[src/ctm_pkg.sv]
package ctm_pkg;

	// ==========================================================================
	// Register byte addresses on the AXI4-Lite bus.
	localparam logic [4:0] ADDR_CTRL0 = 5'h00;
	localparam logic [4:0] ADDR_CTRL1 = 5'h04;
	localparam logic [4:0] ADDR_CNT_LO = 5'h08;
	localparam logic [4:0] ADDR_CNT_HI = 5'h0C;
	localparam logic [4:0] ADDR_CMPA_LO = 5'h10;
	localparam logic [4:0] ADDR_CMPA_HI = 5'h14;

	// ==========================================================================
	// Field positions and reset values.
	localparam int PAUSE_BIT = 7;
	localparam int CKSEL_LSB = 4;
	localparam int RUN_BIT = 3;
	localparam int MODE_LSB = 6;
	localparam int OFUNC_LSB = 4;
	localparam int OCTL_BIT = 3;
	localparam int POL_BIT = 2;
	localparam int DPX_BIT = 1;
	localparam int CCLR_BIT = 0;
	localparam logic [7:0] CTRL_RESET = 8'h00;

	// ==========================================================================
	// Prescaler ratios for the internal clock sources.
	localparam int SYS_DIV = 4;
	localparam int HI_DIV16 = 16;
	localparam int HI_DIV64 = 64;

	typedef enum logic [1:0] {
		CTM_MODE_CMP,
		CTM_MODE_UNDEF,
		CTM_MODE_PWM,
		CTM_MODE_TIMER
	} ctm_mode_t;

endpackage

[src/ctm_tick_gen.sv]
module ctm_tick_gen (
	// Clock and reset
	input  wire logic       aclk,
	input  wire logic       aresetn,
	// Source select and raw sources
	input  wire logic [2:0] clock_select_field,
	input  wire logic       high_clk_tick,
	input  wire logic       sub_clk_tick,
	input  wire logic       external_clock_pin,
	// Counter clock tick
	output logic            tick
);

	logic [5:0] sys_div_q;
	logic [5:0] hi_div_q;
	logic       ext_q;
	logic       tick_d;
	wire        ext_rise = external_clock_pin & ~ext_q;
	wire        ext_fall = ~external_clock_pin & ext_q;
	wire        sys4     = (sys_div_q[1:0] == 2'(ctm_pkg::SYS_DIV - 1));
	wire        hi16     = high_clk_tick & (hi_div_q[3:0] == 4'(ctm_pkg::HI_DIV16 - 1));
	wire        hi64     = high_clk_tick & (hi_div_q == 6'(ctm_pkg::HI_DIV64 - 1));

	always_comb begin
		case (clock_select_field)
			3'h0: tick_d = sys4;
			3'h1: tick_d = 1'b1;
			3'h2: tick_d = hi16;
			3'h3: tick_d = hi64;
			3'h4, 3'h5: tick_d = sub_clk_tick;
			3'h6: tick_d = ext_rise;
			default: tick_d = ext_fall;
		endcase
	end

	always_ff @(posedge aclk) begin
		if (!aresetn) begin
			sys_div_q <= 6'h00;
			hi_div_q  <= 6'h00;
			ext_q     <= 1'b0;
			tick      <= 1'b0;
		end else begin
			sys_div_q <= sys_div_q + 6'h01;
			if (high_clk_tick) begin
				hi_div_q <= hi_div_q + 6'h01;
			end
			ext_q <= external_clock_pin;
			tick  <= tick_d;
		end
	end

endmodule // ctm_tick_gen

[src/ctm_pair_buf.sv]
module ctm_pair_buf (
	// Clock and reset
	input  wire logic       aclk,
	input  wire logic       aresetn,
	// Bus side events
	input  wire logic       wr_cmpa_lo,
	input  wire logic       wr_cmpa_hi,
	input  wire logic       rd_cnt_hi,
	input  wire logic       rd_cmpa_hi,
	input  wire logic [7:0] wdata,
	input  wire logic [9:0] counter,
	// Stored values
	output logic [9:0]      compare_a_value,
	output logic [7:0]      hold_buf
);

	// A single buffer is shared by both pairs, so interleaving pair accesses
	// corrupts the low byte; software must keep each sequence together.
	always_ff @(posedge aclk) begin
		if (!aresetn) begin
			compare_a_value <= 10'h000;
			hold_buf        <= 8'h00;
		end else begin
			if (wr_cmpa_lo) begin
				hold_buf <= wdata;
			end else if (rd_cnt_hi) begin
				hold_buf <= counter[7:0];
			end else if (rd_cmpa_hi) begin
				hold_buf <= compare_a_value[7:0];
			end
			if (wr_cmpa_hi) begin
				compare_a_value <= {wdata[1:0], hold_buf};
			end
		end
	end

endmodule // ctm_pair_buf

[src/ctm_timer.sv]
// Overview of operation
// - Compare-A low byte write only loads the shared holding buffer.
// - Compare-A high byte write loads high bits and copies buffer into low.
// - High byte read returns high bits and latches low byte into buffer.
// - Ten-bit up counter advances on each selected counter clock tick.
// - Comparator P uses counter bits 9..7; comparator A uses all bits.
// - Counter is never written; cleared by run rising edge, overflow, match.
// - Pause bit holds the counter; clearing it resumes from held value.
// - Clock select picks sys/4, sys, high/16, high/64, sub, pin edges.
// - Run bit low stops counting; rising edge zeroes the counter.
// - Run rising edge restores output initial level in compare mode; PWM level ignores it.
// - Period code gives code times 128 clocks; zero gives 1024.
// - Outside PWM mode, clear-select zero clears on P match, or overflow when code zero.
// - Mode field selects compare output, undefined, PWM, timer/counter.
// - Compare mode A match: no change, low, high or toggle.
// - PWM mode output function: inactive, active, waveform, undefined.
// - A match requesting the present initial level leaves the pin unchanged.
// - Output control sets initial level or PWM active level.
// - Polarity bit inverts the output pin in every mode, timer mode included.
// - Period/duty select swaps period and duty roles in PWM mode.
// - Timer/counter mode does not drive the output pin.
// - Outside PWM mode, clear-select one clears on A match and suppresses P flag.
// - Compare-A zero overflows at maximum without raising A flag.
// - PWM duty at or above period gives full duty.
module ctm_timer (
	// Clock and reset
	input  wire logic        aclk,
	input  wire logic        aresetn,
	// AXI4-Lite write address
	input  wire logic        s_axi_awvalid,
	output logic             s_axi_awready,
	input  wire logic [4:0]  s_axi_awaddr,
	// AXI4-Lite write data
	input  wire logic        s_axi_wvalid,
	output logic             s_axi_wready,
	input  wire logic [31:0] s_axi_wdata,
	input  wire logic [3:0]  s_axi_wstrb,
	// AXI4-Lite write response
	output logic             s_axi_bvalid,
	input  wire logic        s_axi_bready,
	output logic [1:0]       s_axi_bresp,
	// AXI4-Lite read address
	input  wire logic        s_axi_arvalid,
	output logic             s_axi_arready,
	input  wire logic [4:0]  s_axi_araddr,
	// AXI4-Lite read data
	output logic             s_axi_rvalid,
	input  wire logic        s_axi_rready,
	output logic [31:0]      s_axi_rdata,
	output logic [1:0]       s_axi_rresp,
	// Clock sources
	input  wire logic        high_clk_tick,
	input  wire logic        sub_clk_tick,
	input  wire logic        external_clock_pin,
	// Timer outputs
	output logic             timer_output_pin,
	output logic             timer_output_pin_inverted,
	output logic             timer_output_en,
	output logic             compare_a_flag,
	output logic             compare_p_flag
);

	// ==========================================================================
	// Register bus slave.
	logic [7:0]  ctrl0_q;
	logic [7:0]  ctrl1_q;
	logic [4:0]  awaddr_q;
	logic [7:0]  wdata_q;
	logic        wstrb_q;
	logic        aw_held_q;
	logic        w_held_q;
	logic [9:0]  cnt_q;
	logic [9:0]  cmpa;
	logic [7:0]  hold_buf;
	logic        run_q;
	logic        outlvl_q;
	logic        tick;

	wire         wr_fire  = aw_held_q & w_held_q & ~s_axi_bvalid;
	wire         rd_fire  = s_axi_arvalid & s_axi_arready;
	wire         wr_c0    = wr_fire & wstrb_q & (awaddr_q == ctm_pkg::ADDR_CTRL0);
	wire         wr_c1    = wr_fire & wstrb_q & (awaddr_q == ctm_pkg::ADDR_CTRL1);
	wire         wr_al    = wr_fire & wstrb_q & (awaddr_q == ctm_pkg::ADDR_CMPA_LO);
	wire         wr_ah    = wr_fire & wstrb_q & (awaddr_q == ctm_pkg::ADDR_CMPA_HI);
	wire         rd_dh    = rd_fire & (s_axi_araddr == ctm_pkg::ADDR_CNT_HI);
	wire         rd_ah    = rd_fire & (s_axi_araddr == ctm_pkg::ADDR_CMPA_HI);
	wire         wr_known = (awaddr_q == ctm_pkg::ADDR_CTRL0) |
	                        (awaddr_q == ctm_pkg::ADDR_CTRL1) |
	                        (awaddr_q == ctm_pkg::ADDR_CNT_LO) |
	                        (awaddr_q == ctm_pkg::ADDR_CNT_HI) |
	                        (awaddr_q == ctm_pkg::ADDR_CMPA_LO) |
	                        (awaddr_q == ctm_pkg::ADDR_CMPA_HI);
	logic [7:0]  rd_byte;
	logic        rd_ok;

	always_comb begin
		rd_ok = 1'b1;
		if (s_axi_araddr == ctm_pkg::ADDR_CTRL0) begin
			rd_byte = ctrl0_q;
		end else if (s_axi_araddr == ctm_pkg::ADDR_CTRL1) begin
			rd_byte = ctrl1_q;
		end else if (s_axi_araddr == ctm_pkg::ADDR_CNT_LO) begin
			rd_byte = hold_buf;
		end else if (s_axi_araddr == ctm_pkg::ADDR_CNT_HI) begin
			rd_byte = {6'h00, cnt_q[9:8]};
		end else if (s_axi_araddr == ctm_pkg::ADDR_CMPA_LO) begin
			rd_byte = hold_buf;
		end else if (s_axi_araddr == ctm_pkg::ADDR_CMPA_HI) begin
			rd_byte = {6'h00, cmpa[9:8]};
		end else begin
			rd_byte = 8'h00;
			rd_ok   = 1'b0;
		end
	end

	always_ff @(posedge aclk) begin
		if (!aresetn) begin
			s_axi_awready <= 1'b1;
			s_axi_wready  <= 1'b1;
			aw_held_q     <= 1'b0;
			w_held_q      <= 1'b0;
			awaddr_q      <= 5'h00;
			wdata_q       <= 8'h00;
			wstrb_q       <= 1'b0;
			s_axi_bvalid  <= 1'b0;
			s_axi_bresp   <= 2'h0;
		end else begin
			if (s_axi_awvalid & s_axi_awready) begin
				awaddr_q      <= s_axi_awaddr;
				aw_held_q     <= 1'b1;
				s_axi_awready <= 1'b0;
			end
			if (s_axi_wvalid & s_axi_wready) begin
				wdata_q      <= s_axi_wdata[7:0];
				wstrb_q      <= s_axi_wstrb[0];
				w_held_q     <= 1'b1;
				s_axi_wready <= 1'b0;
			end
			if (wr_fire) begin
				s_axi_bvalid <= 1'b1;
				s_axi_bresp  <= wr_known ? 2'h0 : 2'h2;
				aw_held_q    <= 1'b0;
				w_held_q     <= 1'b0;
			end
			if (s_axi_bvalid & s_axi_bready) begin
				s_axi_bvalid  <= 1'b0;
				s_axi_awready <= 1'b1;
				s_axi_wready  <= 1'b1;
			end
		end
	end

	always_ff @(posedge aclk) begin
		if (!aresetn) begin
			s_axi_arready <= 1'b1;
			s_axi_rvalid  <= 1'b0;
			s_axi_rdata   <= 32'h0000_0000;
			s_axi_rresp   <= 2'h0;
		end else if (rd_fire) begin
			s_axi_arready <= 1'b0;
			s_axi_rvalid  <= 1'b1;
			s_axi_rdata   <= {24'h00_0000, rd_byte};
			s_axi_rresp   <= rd_ok ? 2'h0 : 2'h2;
		end else if (s_axi_rvalid & s_axi_rready) begin
			s_axi_rvalid  <= 1'b0;
			s_axi_arready <= 1'b1;
		end
	end

	always_ff @(posedge aclk) begin
		if (!aresetn) begin
			ctrl0_q <= ctm_pkg::CTRL_RESET;
			ctrl1_q <= ctm_pkg::CTRL_RESET;
		end else begin
			if (wr_c0) begin
				ctrl0_q <= wdata_q;
			end
			if (wr_c1) begin
				ctrl1_q <= wdata_q;
			end
		end
	end

	ctm_pair_buf u_pair (
		.aclk            (aclk),
		.aresetn         (aresetn),
		.wr_cmpa_lo      (wr_al),
		.wr_cmpa_hi      (wr_ah),
		.rd_cnt_hi       (rd_dh),
		.rd_cmpa_hi      (rd_ah),
		.wdata           (wdata_q),
		.counter         (cnt_q),
		.compare_a_value (cmpa),
		.hold_buf        (hold_buf)
	);

	ctm_tick_gen u_tick (
		.aclk               (aclk),
		.aresetn            (aresetn),
		.clock_select_field (ctrl0_q[ctm_pkg::CKSEL_LSB +: 3]),
		.high_clk_tick      (high_clk_tick),
		.sub_clk_tick       (sub_clk_tick),
		.external_clock_pin (external_clock_pin),
		.tick               (tick)
	);

	// ==========================================================================
	// Counter and comparators.
	wire         pause_bit   = ctrl0_q[ctm_pkg::PAUSE_BIT];
	wire         run_bit     = ctrl0_q[ctm_pkg::RUN_BIT];
	wire  [2:0]  period_code = ctrl0_q[2:0];
	wire  [1:0]  mode_field  = ctrl1_q[ctm_pkg::MODE_LSB +: 2];
	wire  [1:0]  ofunc       = ctrl1_q[ctm_pkg::OFUNC_LSB +: 2];
	wire         octl        = ctrl1_q[ctm_pkg::OCTL_BIT];
	wire         pol         = ctrl1_q[ctm_pkg::POL_BIT];
	wire         dpx         = ctrl1_q[ctm_pkg::DPX_BIT];
	wire         cclr        = ctrl1_q[ctm_pkg::CCLR_BIT];
	wire         is_pwm      = (mode_field == 2'(ctm_pkg::CTM_MODE_PWM));
	wire         is_cmp      = (mode_field == 2'(ctm_pkg::CTM_MODE_CMP));
	wire         is_tmr      = (mode_field == 2'(ctm_pkg::CTM_MODE_TIMER));
	wire         run_rise    = run_bit & ~run_q;
	wire         step        = tick & run_bit & ~pause_bit & ~run_rise;
	wire  [9:0]  cnt_nx      = cnt_q + 10'h001;
	wire         a_hit       = step & (cmpa != 10'h000) & (cnt_nx == cmpa);
	// Code zero matches when the counter wraps, which gives the 1024-clock period.
	wire         p_hit       = step & (cnt_nx[9:7] == period_code) &
	                           (cnt_nx[6:0] == 7'h00);
	wire         ovf         = step & (cnt_q == 10'h3FF);
	// In PWM mode the period register clears the counter; the select bit picks it.
	wire         clr_by_a    = is_pwm ? dpx : cclr;
	wire         cnt_clr     = clr_by_a ? a_hit : (p_hit | (period_code == 3'h0 & ovf));
	wire         p_flag_d    = p_hit & ~(cclr & ~is_pwm);

	always_ff @(posedge aclk) begin
		if (!aresetn) begin
			cnt_q          <= 10'h000;
			run_q          <= 1'b0;
			compare_a_flag <= 1'b0;
			compare_p_flag <= 1'b0;
		end else begin
			run_q          <= run_bit;
			compare_a_flag <= a_hit;
			compare_p_flag <= p_flag_d;
			if (run_rise) begin
				cnt_q <= 10'h000;
			end else if (step) begin
				cnt_q <= cnt_clr ? 10'h000 : cnt_nx;
			end
		end
	end

	// ==========================================================================
	// Output pin.
	// Duty and period are widened to eleven bits so code zero means 1024.
	wire  [10:0] p_len   = (period_code == 3'h0) ? 11'h400 : {1'b0, period_code, 7'h00};
	wire  [10:0] a_len   = {1'b0, cmpa};
	wire  [10:0] duty    = dpx ? p_len : a_len;
	wire  [10:0] period  = dpx ? a_len : p_len;
	wire         pwm_on  = (duty >= period) | ({1'b0, cnt_q} < duty);
	logic        pwm_lvl;

	always_comb begin
		case (ofunc)
			2'h0: pwm_lvl = ~octl;
			2'h1: pwm_lvl = octl;
			2'h2: pwm_lvl = pwm_on ? octl : ~octl;
			default: pwm_lvl = ~octl;
		endcase
	end

	logic        cmp_lvl;

	always_comb begin
		cmp_lvl = outlvl_q;
		if (run_rise) begin
			cmp_lvl = octl;
		end else if (a_hit) begin
			case (ofunc)
				2'h1: cmp_lvl = 1'b0;
				2'h2: cmp_lvl = 1'b1;
				2'h3: cmp_lvl = ~outlvl_q;
				default: cmp_lvl = outlvl_q;
			endcase
		end
	end

	wire         lvl_d = is_pwm ? pwm_lvl : cmp_lvl;

	always_ff @(posedge aclk) begin
		if (!aresetn) begin
			outlvl_q                  <= 1'b0;
			timer_output_pin          <= 1'b0;
			timer_output_pin_inverted <= 1'b1;
			timer_output_en           <= 1'b0;
		end else begin
			outlvl_q                  <= is_cmp ? cmp_lvl : octl;
			timer_output_pin          <= lvl_d ^ pol;
			timer_output_pin_inverted <= ~(lvl_d ^ pol);
			timer_output_en           <= ~is_tmr & (is_cmp | is_pwm);
		end
	end

	// ==========================================================================
	// Checks.
	a_run_clear: assert property (@(posedge aclk) disable iff (!aresetn)
		$rose(run_bit) |=> (cnt_q == 10'h000))
		else $error("counter not zeroed on run rising edge");
	a_pause_hold: assert property (@(posedge aclk) disable iff (!aresetn)
		(pause_bit & run_q & $past(run_q)) |=> $stable(cnt_q))
		else $error("counter moved while paused");
	a_stop_hold: assert property (@(posedge aclk) disable iff (!aresetn)
		(!run_bit && !$rose(run_bit)) |=> $stable(cnt_q))
		else $error("counter moved while stopped");
	a_a_flag_pulse: assert property (@(posedge aclk) disable iff (!aresetn)
		compare_a_flag |-> (cnt_q == $past(cmpa)) || (cnt_q == 10'h000))
		else $error("compare A flag without match");
	a_a_zero_noflag: assert property (@(posedge aclk) disable iff (!aresetn)
		(cmpa == 10'h000) |=> !compare_a_flag)
		else $error("A flag raised with zero compare value");
	a_p_suppress: assert property (@(posedge aclk) disable iff (!aresetn)
		(cclr & is_cmp) |=> !compare_p_flag)
		else $error("P flag with clear select set");
	a_timer_no_drive: assert property (@(posedge aclk) disable iff (!aresetn)
		is_tmr |=> !timer_output_en)
		else $error("pin driven in timer mode");
	a_pin_pair: assert property (@(posedge aclk) disable iff (!aresetn)
		timer_output_pin != timer_output_pin_inverted)
		else $error("output pins not complementary");
	a_lo_write_buf: assert property (@(posedge aclk) disable iff (!aresetn)
		wr_al |=> (hold_buf == $past(wdata_q)) && $stable(cmpa))
		else $error("low write changed compare value");
	a_hi_write_copy: assert property (@(posedge aclk) disable iff (!aresetn)
		wr_ah |=> cmpa == {$past(wdata_q[1:0]), $past(hold_buf)})
		else $error("high write did not copy buffer");
	a_cmp_init: assert property (@(posedge aclk) disable iff (!aresetn)
		(is_cmp & run_rise) |=> ##1 (timer_output_pin == ($past(octl, 2) ^ $past(pol, 2))))
		else $error("output not restored to initial level");

	c_a_match: cover property (@(posedge aclk) disable iff (!aresetn) compare_a_flag);
	c_p_match: cover property (@(posedge aclk) disable iff (!aresetn) compare_p_flag);
	c_pwm_run: cover property (@(posedge aclk) disable iff (!aresetn) is_pwm & step);
	c_ovf: cover property (@(posedge aclk) disable iff (!aresetn) ovf);

endmodule // ctm_timer

[config.mk]
export PLATFORM = sky130hd
export DESIGN_NAME = ctm_timer
export DESIGN_NICKNAME = d
export VERILOG_FILES = /design/src/ctm_pkg.sv /design/src/ctm_tick_gen.sv /design/src/ctm_pair_buf.sv /design/src/ctm_timer.sv
export SDC_FILE = /design/constraint.sdc
export NUM_CORES = 1
export LEC_CHECK = 0
export BUFFER_PORTS_ARGS = -buffer_cell sky130_fd_sc_hd__buf_4
export CAP_MARGIN = 40
export CORE_MARGIN = 1.5
export CORE_UTILIZATION = 45
export DETAILED_ROUTE_END_ITERATION = 16
export PLACE_DENSITY = 0.79
export SETUP_SLACK_MARGIN = 0.1
export SYNTH_ARGS = -nofsm -noshare
export SYNTH_HDL_FRONTEND = slang
export SYNTH_SLANG_ARGS = --single-unit
export TNS_END_PERCENT = 20
[constraint.sdc]
create_clock -name aclk -period 2.6 [get_ports aclk]
set_input_delay 0.39 -clock aclk [delete_from_list [all_inputs] [get_ports aclk]]
set_output_delay 0.39 -clock aclk [all_outputs]
set_load 0.01 [all_outputs]
**After elaboration in Yosys (flattened, before gate mapping)**

Cells that the tools add are included.

- Input bits: 56
- Flip-flop bits (word level): 98
- Logic and storage cells: 162
- Output and inout bits: 46

- Muxes and demuxes: 35
- Reductions and logical operators: 13
- Bitwise logic cells: 53
- Equal/unequal tests: 27
- Magnitude comparators: 2
- $add $sub $neg: 3

Operators with widths:

| cell | number |
|---|---|
| 8-bit two-way mux | 8 |
| 11-bit two-way mux | 3 |
| 1-bit AND | 31 |
| 5-bit by 4-bit == test with 1-bit output, second input constant | 4 |
| 5-bit == test, second input constant | 4 |
| 1-bit two-way mux | 17 |
| 1-bit inverter | 13 |
| 6-bit by 1-bit adder with 6-bit output, second input constant | 2 |
| 11-bit >= comparator | 1 |
| 10-bit by 11-bit < comparator with 1-bit output | 1 |
| 10-bit by 1-bit adder with 10-bit output, second input constant | 1 |
| 10-bit == test | 1 |
| 10-bit == test, second input constant | 1 |
| 2-bit == test, second input constant | 5 |
| 5-bit by 3-bit == test with 1-bit output, second input constant | 2 |
| 5-bit zero test | 2 |
| 10-bit two-way mux | 1 |
| 10-bit nonzero test | 1 |
| 3-bit == test, second input constant | 3 |
| 1-bit OR | 8 |
| 2-bit OR reduction | 4 |
| 7-bit zero test | 1 |
| 3-bit by 2-bit == test with 1-bit output, second input constant | 2 |
| 6-bit == test, second input constant | 1 |
| 13 further kinds | 16 |

**Logic depth before layout (Yosys ltp)**

- Word-level depth: 11
- Mapped depth: 12
- Mapped depth without buffers: 11

**Hierarchy**

From an unflattened synthesis, not the netlist that was laid out.

- Cells, all modules: 644
- Area, all modules: 5425.2 um^2

Modules (own cells, without submodules):

| module | instances | area an instance (um^2) | sequential area each (um^2) | cells each |
|---|---|---|---|---|
| ctm_timer | 1 | 4146.5 | 1281.2 | 517 |
| ctm_pair_buf | 1 | 834.6 | 360.3 | 82 |
| ctm_tick_gen | 1 | 444.2 | 200.2 | 45 |

**Worst setup path after synthesis**

OpenSTA, ideal clock, no wires.

- Path type: register to register
- Start: register cnt_q[1]
- End: register timer_output_pin
- Required time: 2485 ps
- Cell stages (with the launch flop): 11
- Setup slack: 68 ps
- Data arrival time: 2418 ps
- Period minus slack after synthesis: 2532 ps
- Buffers on the path: 1
- Cell sequence: dfxtp_1 ha_1 and4_1 buf_6 nand4_2 mux2i_1 a2111oi_2 a41oi_1 a211o_1 xor2_1 and2_1

- Longest elaborated chain between the ends: 7
- Elaborated cells between the ends (all ways): 11
- Classes of those cells: 1 x add/sub; 1 x order compare; 1 x eq/ne; 5 x mux; 3 x bitwise

Ends and longest elaborated chain:

| item | line | RTL |
|---|---|---|
| start, declared | ctm_timer.sv:72 | `logic [9:0] cnt_q;` |
| start signal, assigned | ctm_timer.sv:247 | `cnt_q <= cnt_clr ? 10'h000 : cnt_nx;` |
| 10-bit by 1-bit adder with 10-bit output | ctm_timer.sv:223 | `wire [9:0] cnt_nx = cnt_q + 10'h001;` |
| 10-bit == test | ctm_timer.sv:224 | `wire a_hit = step & (cmpa != 10'h000) & (cnt_nx == cmpa);` |
| 1-bit AND | ctm_timer.sv:224 |  |
| 1-bit two-way mux | ctm_timer.sv:277 | `end else if (a_hit) begin` |
| 1-bit two-way mux | ctm_timer.sv:275 | `if (run_rise) begin` |
| 1-bit two-way mux (*) | ctm_timer.sv:287 | `wire lvl_d = is_pwm ? pwm_lvl : cmp_lvl;` |
| 1-bit bitwise XOR (*) | ctm_timer.sv:297 | `timer_output_pin <= lvl_d ^ pol;` |
| end signal, assigned | ctm_timer.sv:297 |  |
| end, declared | ctm_timer.sv:56 | `output logic timer_output_pin,` |

Mark *: on every way between the ends. The rest lies on a longest branch, timed or not.
A chain may end at the register's enable or synchronous reset.

**Worst setup path in the final report**

- Start: register ctrl1_q[1]
- End: register timer_output_pin_inverted

- Longest elaborated chain between the ends: 8
- Elaborated cells between the ends (all ways): 10
- Classes of those cells: 2 x order compare; 5 x mux; 3 x bitwise

Ends and longest elaborated chain:

| item | line | RTL |
|---|---|---|
| start, declared | ctm_timer.sv:66 | `logic [7:0] ctrl1_q;` |
| start signal, assigned | ctm_timer.sv:173 | `ctrl1_q <= ctm_pkg::CTRL_RESET;` |
| start signal, assigned | ctm_timer.sv:179 | `ctrl1_q <= wdata_q;` |
| 11-bit two-way mux (on tied branches) | ctm_timer.sv:257, ctm_timer.sv:258 |  |
| 11-bit >= comparator / 10-bit by 11-bit < comparator with 1-bit output (equally long branches) | ctm_timer.sv:259 | `wire pwm_on = (duty >= period) \| ({1'b0, cnt_q} < duty);` |
| 1-bit OR (*) | ctm_timer.sv:259 |  |
| 1-bit two-way mux (*) | ctm_timer.sv:266 | `2'h2: pwm_lvl = pwm_on ? octl : ~octl;` |
| 1-bit one-hot mux with 2 select lines (*) | ctm_timer.sv:263 | `case (ofunc)` |
| 1-bit two-way mux (*) | ctm_timer.sv:287 |  |
| 1-bit bitwise XOR (*) | ctm_timer.sv:298 | `timer_output_pin_inverted <= ~(lvl_d ^ pol);` |
| 1-bit inverter (*) | ctm_timer.sv:298 |  |
| end signal, assigned | ctm_timer.sv:298 |  |
| end, declared | ctm_timer.sv:57 | `output logic timer_output_pin_inverted,` |

Marks and branches as above.

==> summary.md <==
| Metric | Value |
|---|---|
| Cell-internal power | `2.43 mW` |
| Final Hold Fails | `0` |
| Dpl cells | `855` |
| Post-Syn Area | `5520 um2` |
| Final WS setup | `-0.0556 ns` |
| CP cell instances | `buf_6 -> mux2i_4 -> ha_4 -> and2_4 -> o31ai_2 -> o21ai_1 -> or4_1 -> a21oi_2 -> a211o_1 -> xor2_2 -> nand2_1` |
| Final Setup Violations | `2` |
| Post-Place Worst Slack | `-0.109 ns` |
| Hold_buf cts | `0` |
| Top FF cell, synth | `dfxtp_1` |
| Final Util | `0.564` |
| DR vias/cell | `5.64` |
| Worst Setup End Kind | `flop` |
| Worst Hold Class | `primary input to flop` |
| Largest net degree at the start of global routing | `47` |
| R2R Setup Slk | `-0.06 ns` |
| Switching share of power | `0.233` |
| Warnings, synthesis | `0` |
| EDFF count, synth | `0` |
| Via count | `4962` |
| Worst vdd ir | `0.531 mV` |
| CTS buffer count | `9` |
| Crit share post-route | `1.02` |
| Antenna violations before repair | `0` |
| Status | `finished with violations` |
| Drt wl/cell | `16.6 um` |
| Slew HR | `0.631` |
| Final HPWL DP | `10700 um` |
| Worst EP arrival | `2.88 ns` |
| Total track usage | `0.229` |
| Post-synthesis sequential area ratio | `0.334` |
| Yosys top cell area share | `0.334` |
| Max Cap Viol | `0` |
| Fmax | `0.377 GHz` |
| Worst EP required | `2.82 ns` |
| Drt first-iter violations | `285` |
| Main area contributors after synthesis | `dfxtp_1 (33%), mux2i_1 (7.8%), nand2_1 (4.8%)` |
| Root buffer cell | `clkbuf_16` |
| Leak | `2.88 nW` |
| Final max-slew violation count | `0` |
| RSZ-0062 raised after global routing | `yes` |
| Critical path type | `flop to flop` |
| Starting Density | `0.460` |
| Layout area overhead | `22.8%` |
| Chip Height | `114 um` |
| CTS tree | `yes` |
| TritonCTS Sinks | `92` |
| DRT Wirelength | `14600 um` |
| TritonRoute pass-1 iters | `5` |
| Sw power | `0.737 mW` |
| Maximum fanout along the worst path | `5` |
| ANT nets after route | `0` |
| Remaining DRCs | `0` |
| CTS max path bufs | `2` |
| CP peak stage delay | `0.51 ns` |
| Least-Margin Pin Slew | `0.549 ns` |
| Asr flop ratio synth | `0` |
| Port Buffer Count | `48` |
| Congestion Overflow GR | `0` |
| Cell variety after synth | `76` |
| Layout cells sized above 1 | `0.251` |
| H-tree depth | `3` |
| Vias in the first global route | `4695` |
| Yosys reg bits | `92` |
| Setup skew after layout | `0.00846 ns` |
| Comb pwr share | `0.071` |
| Ant diodes | `0` |
| Sequential share of power | `0.468` |
| Boundary Pins | `102` |
| Synth Area per Inst | `8.57 um2` |
| First-pass GRT wire length | `23400 um` |
| Pwr dens | `467 nW/um2` |
| Final non-filler cell total | `880` |
| Crit start category | `flop` |
| Synth Instances | `644` |
| Worst-path cell with the longest stage delay | `or4_1` |
| Failing checks | `negative setup slack` |
| Buffers plus inverters on the worst setup path | `1` |
| Area leader, netlist | `dfxtp_1` |
| Die span in x | `114 um` |
| Clock Power Share | `0.462` |
| Power, Total | `3.16 mW` |
| Clk slew on worst S/H paths | `0.07 ns` |
| Final min period | `2.66 ns` |
| Final #Nets | `800` |
| GPL Wtd Cong | `0.928` |
| Die footprint | `12900 um2` |
| Core footprint | `12000 um2` |
| CP top delay family | `simple AND/OR/NAND/NOR gates` |
| Clk Latency, worst-skew pair | `0.35 ns` |
| Row cnt | `40` |
[state kept, by name (all words and copies together), names as in the netlist, 2 cells and up]
signal                  cells
cnt_q                      10
u_pair.compare_a_value     10
ctrl0_q                     8
ctrl1_q                     8
s_axi_rdata                 8
u_pair.hold_buf             8
wdata_q                     8
u_tick.hi_div_q             6
awaddr_q                    5
u_tick.sys_div_q            2
[power groups by stage]
stage	Combinational [mW]	Clock, mW	Sequential (mW)
floorplan	0.157	0	1.51
global placement	0.216	0	1.51
detailed placement	0.223	0	1.51
CTS	0.225	1.49	1.48
global route	0.249	1.53	1.48
finish	0.225	1.46	1.48
[final timing paths]
check,from,cells past startpoint,endpoint
max,ctrl1_q[1],11,timer_output_pin_inverted
min,s_axi_wvalid,2,s_axi_wready
max reg2reg,ctrl1_q[1],11,timer_output_pin_inverted
min reg2reg,u_tick.sys_div_q[0],1,u_tick.sys_div_q[0]
[Yosys cell counts (16+ instances only)]
cell type / instances
nor2b_1: 37
nor2_1: 31
nand2_1: 71
a21boi_0: 24
dfxtp_1: 92
buf_4: 29
mux2i_1: 43
ha_1: 16
o21ai_0: 17
a21oi_1: 18
clkbuf_1: 27
[stage by stage]
step / instance area, um2 / TNS (ns) / hold WS (ns)
finish: 6780 / -0.109 / 0.234
global route: 6780 / -0.244 / 0.240
CTS: 6710 / 0 / 0.228
detailed placement: 6190 / -0.656 / 0.418
global placement: 6190 / -0.350 / 0.408
floorplan: 5620 / 0 / 0.398
[cells in the final DEF, fill, tap and decap left out, drive strengths merged, types with 3 or more instances in the layout]
master and instances:
a2111oi 4, a211o 12, a21boi 24, a21o 6, a21oi 18, a22oi 7, a31oi 3, and2 16
and3 7, and4 6, buf 117, clkbuf 10, conb 26, dfxtp 92, ha 16, inv 17
mux2 3, mux2i 43, nand2 72, nand2b 12, nand3 14, nand4 7, nor2 31, nor2b 37
nor3 14, nor3b 3, nor4 9, o211a 7, o211ai 9, o21a 3, o21ai 21, o31ai 3
or3 4, xnor2 14, xor2 9
[layout make-up]
class / instances / area (um2)
timing repair buffer: 117 / 893
clock inverter: 6 / 93.8
sequential: 92 / 1860
multi-input combinational: 494 / 3460
inverter: 14 / 52.6
fill: 1080 / 5230
clock buffer: 10 / 239
tap: 147 / 184
[cell families (layout without fill, tap and decap cells)]
family                     after synthesis  after routing  share of synthesized area
and+or+nand+nor                        247            247                      0.243
buffers and inverters                   83            147                     0.0852
other                                    1             26                   0.000679
DFF                                     92             92                      0.334
AOI/OAI and AO/OA                      136            136                      0.180
adders and majority gates               16             16                     0.0363
xor gates and xnor gates                23             23                     0.0365
muxes                                   46             46                     0.0841
[worst register-to-register path, stage by stage, from the launching register on]
cell and delay (ns):
dfxtp_4 0.39, buf_6 0.11, mux2i_4 0.24, ha_4 0.23, and2_4 0.13, o31ai_2 0.21
o21ai_1 0.13, or4_1 0.51, a21oi_2 0.15, a211o_1 0.15, xor2_2 0.19, nand2_1 0.08
[routing by layer]
metal,part of all wire,up-vias,GRT usage
li1,-,2395,-
met1,0.43,2350,0.283
met2,0.49,181,0.396
met3,0.050,36,0.0372
met4,0.031,0,0.0933
met5,0,-,0
[what timing repair did]
action,4_1_cts,5_1_grt
setup buffers,8,1
pin swaps,8,6
gates resized for setup,31,13
setup endpoints to repair,13,13
(Power assumes the default switching activity.)
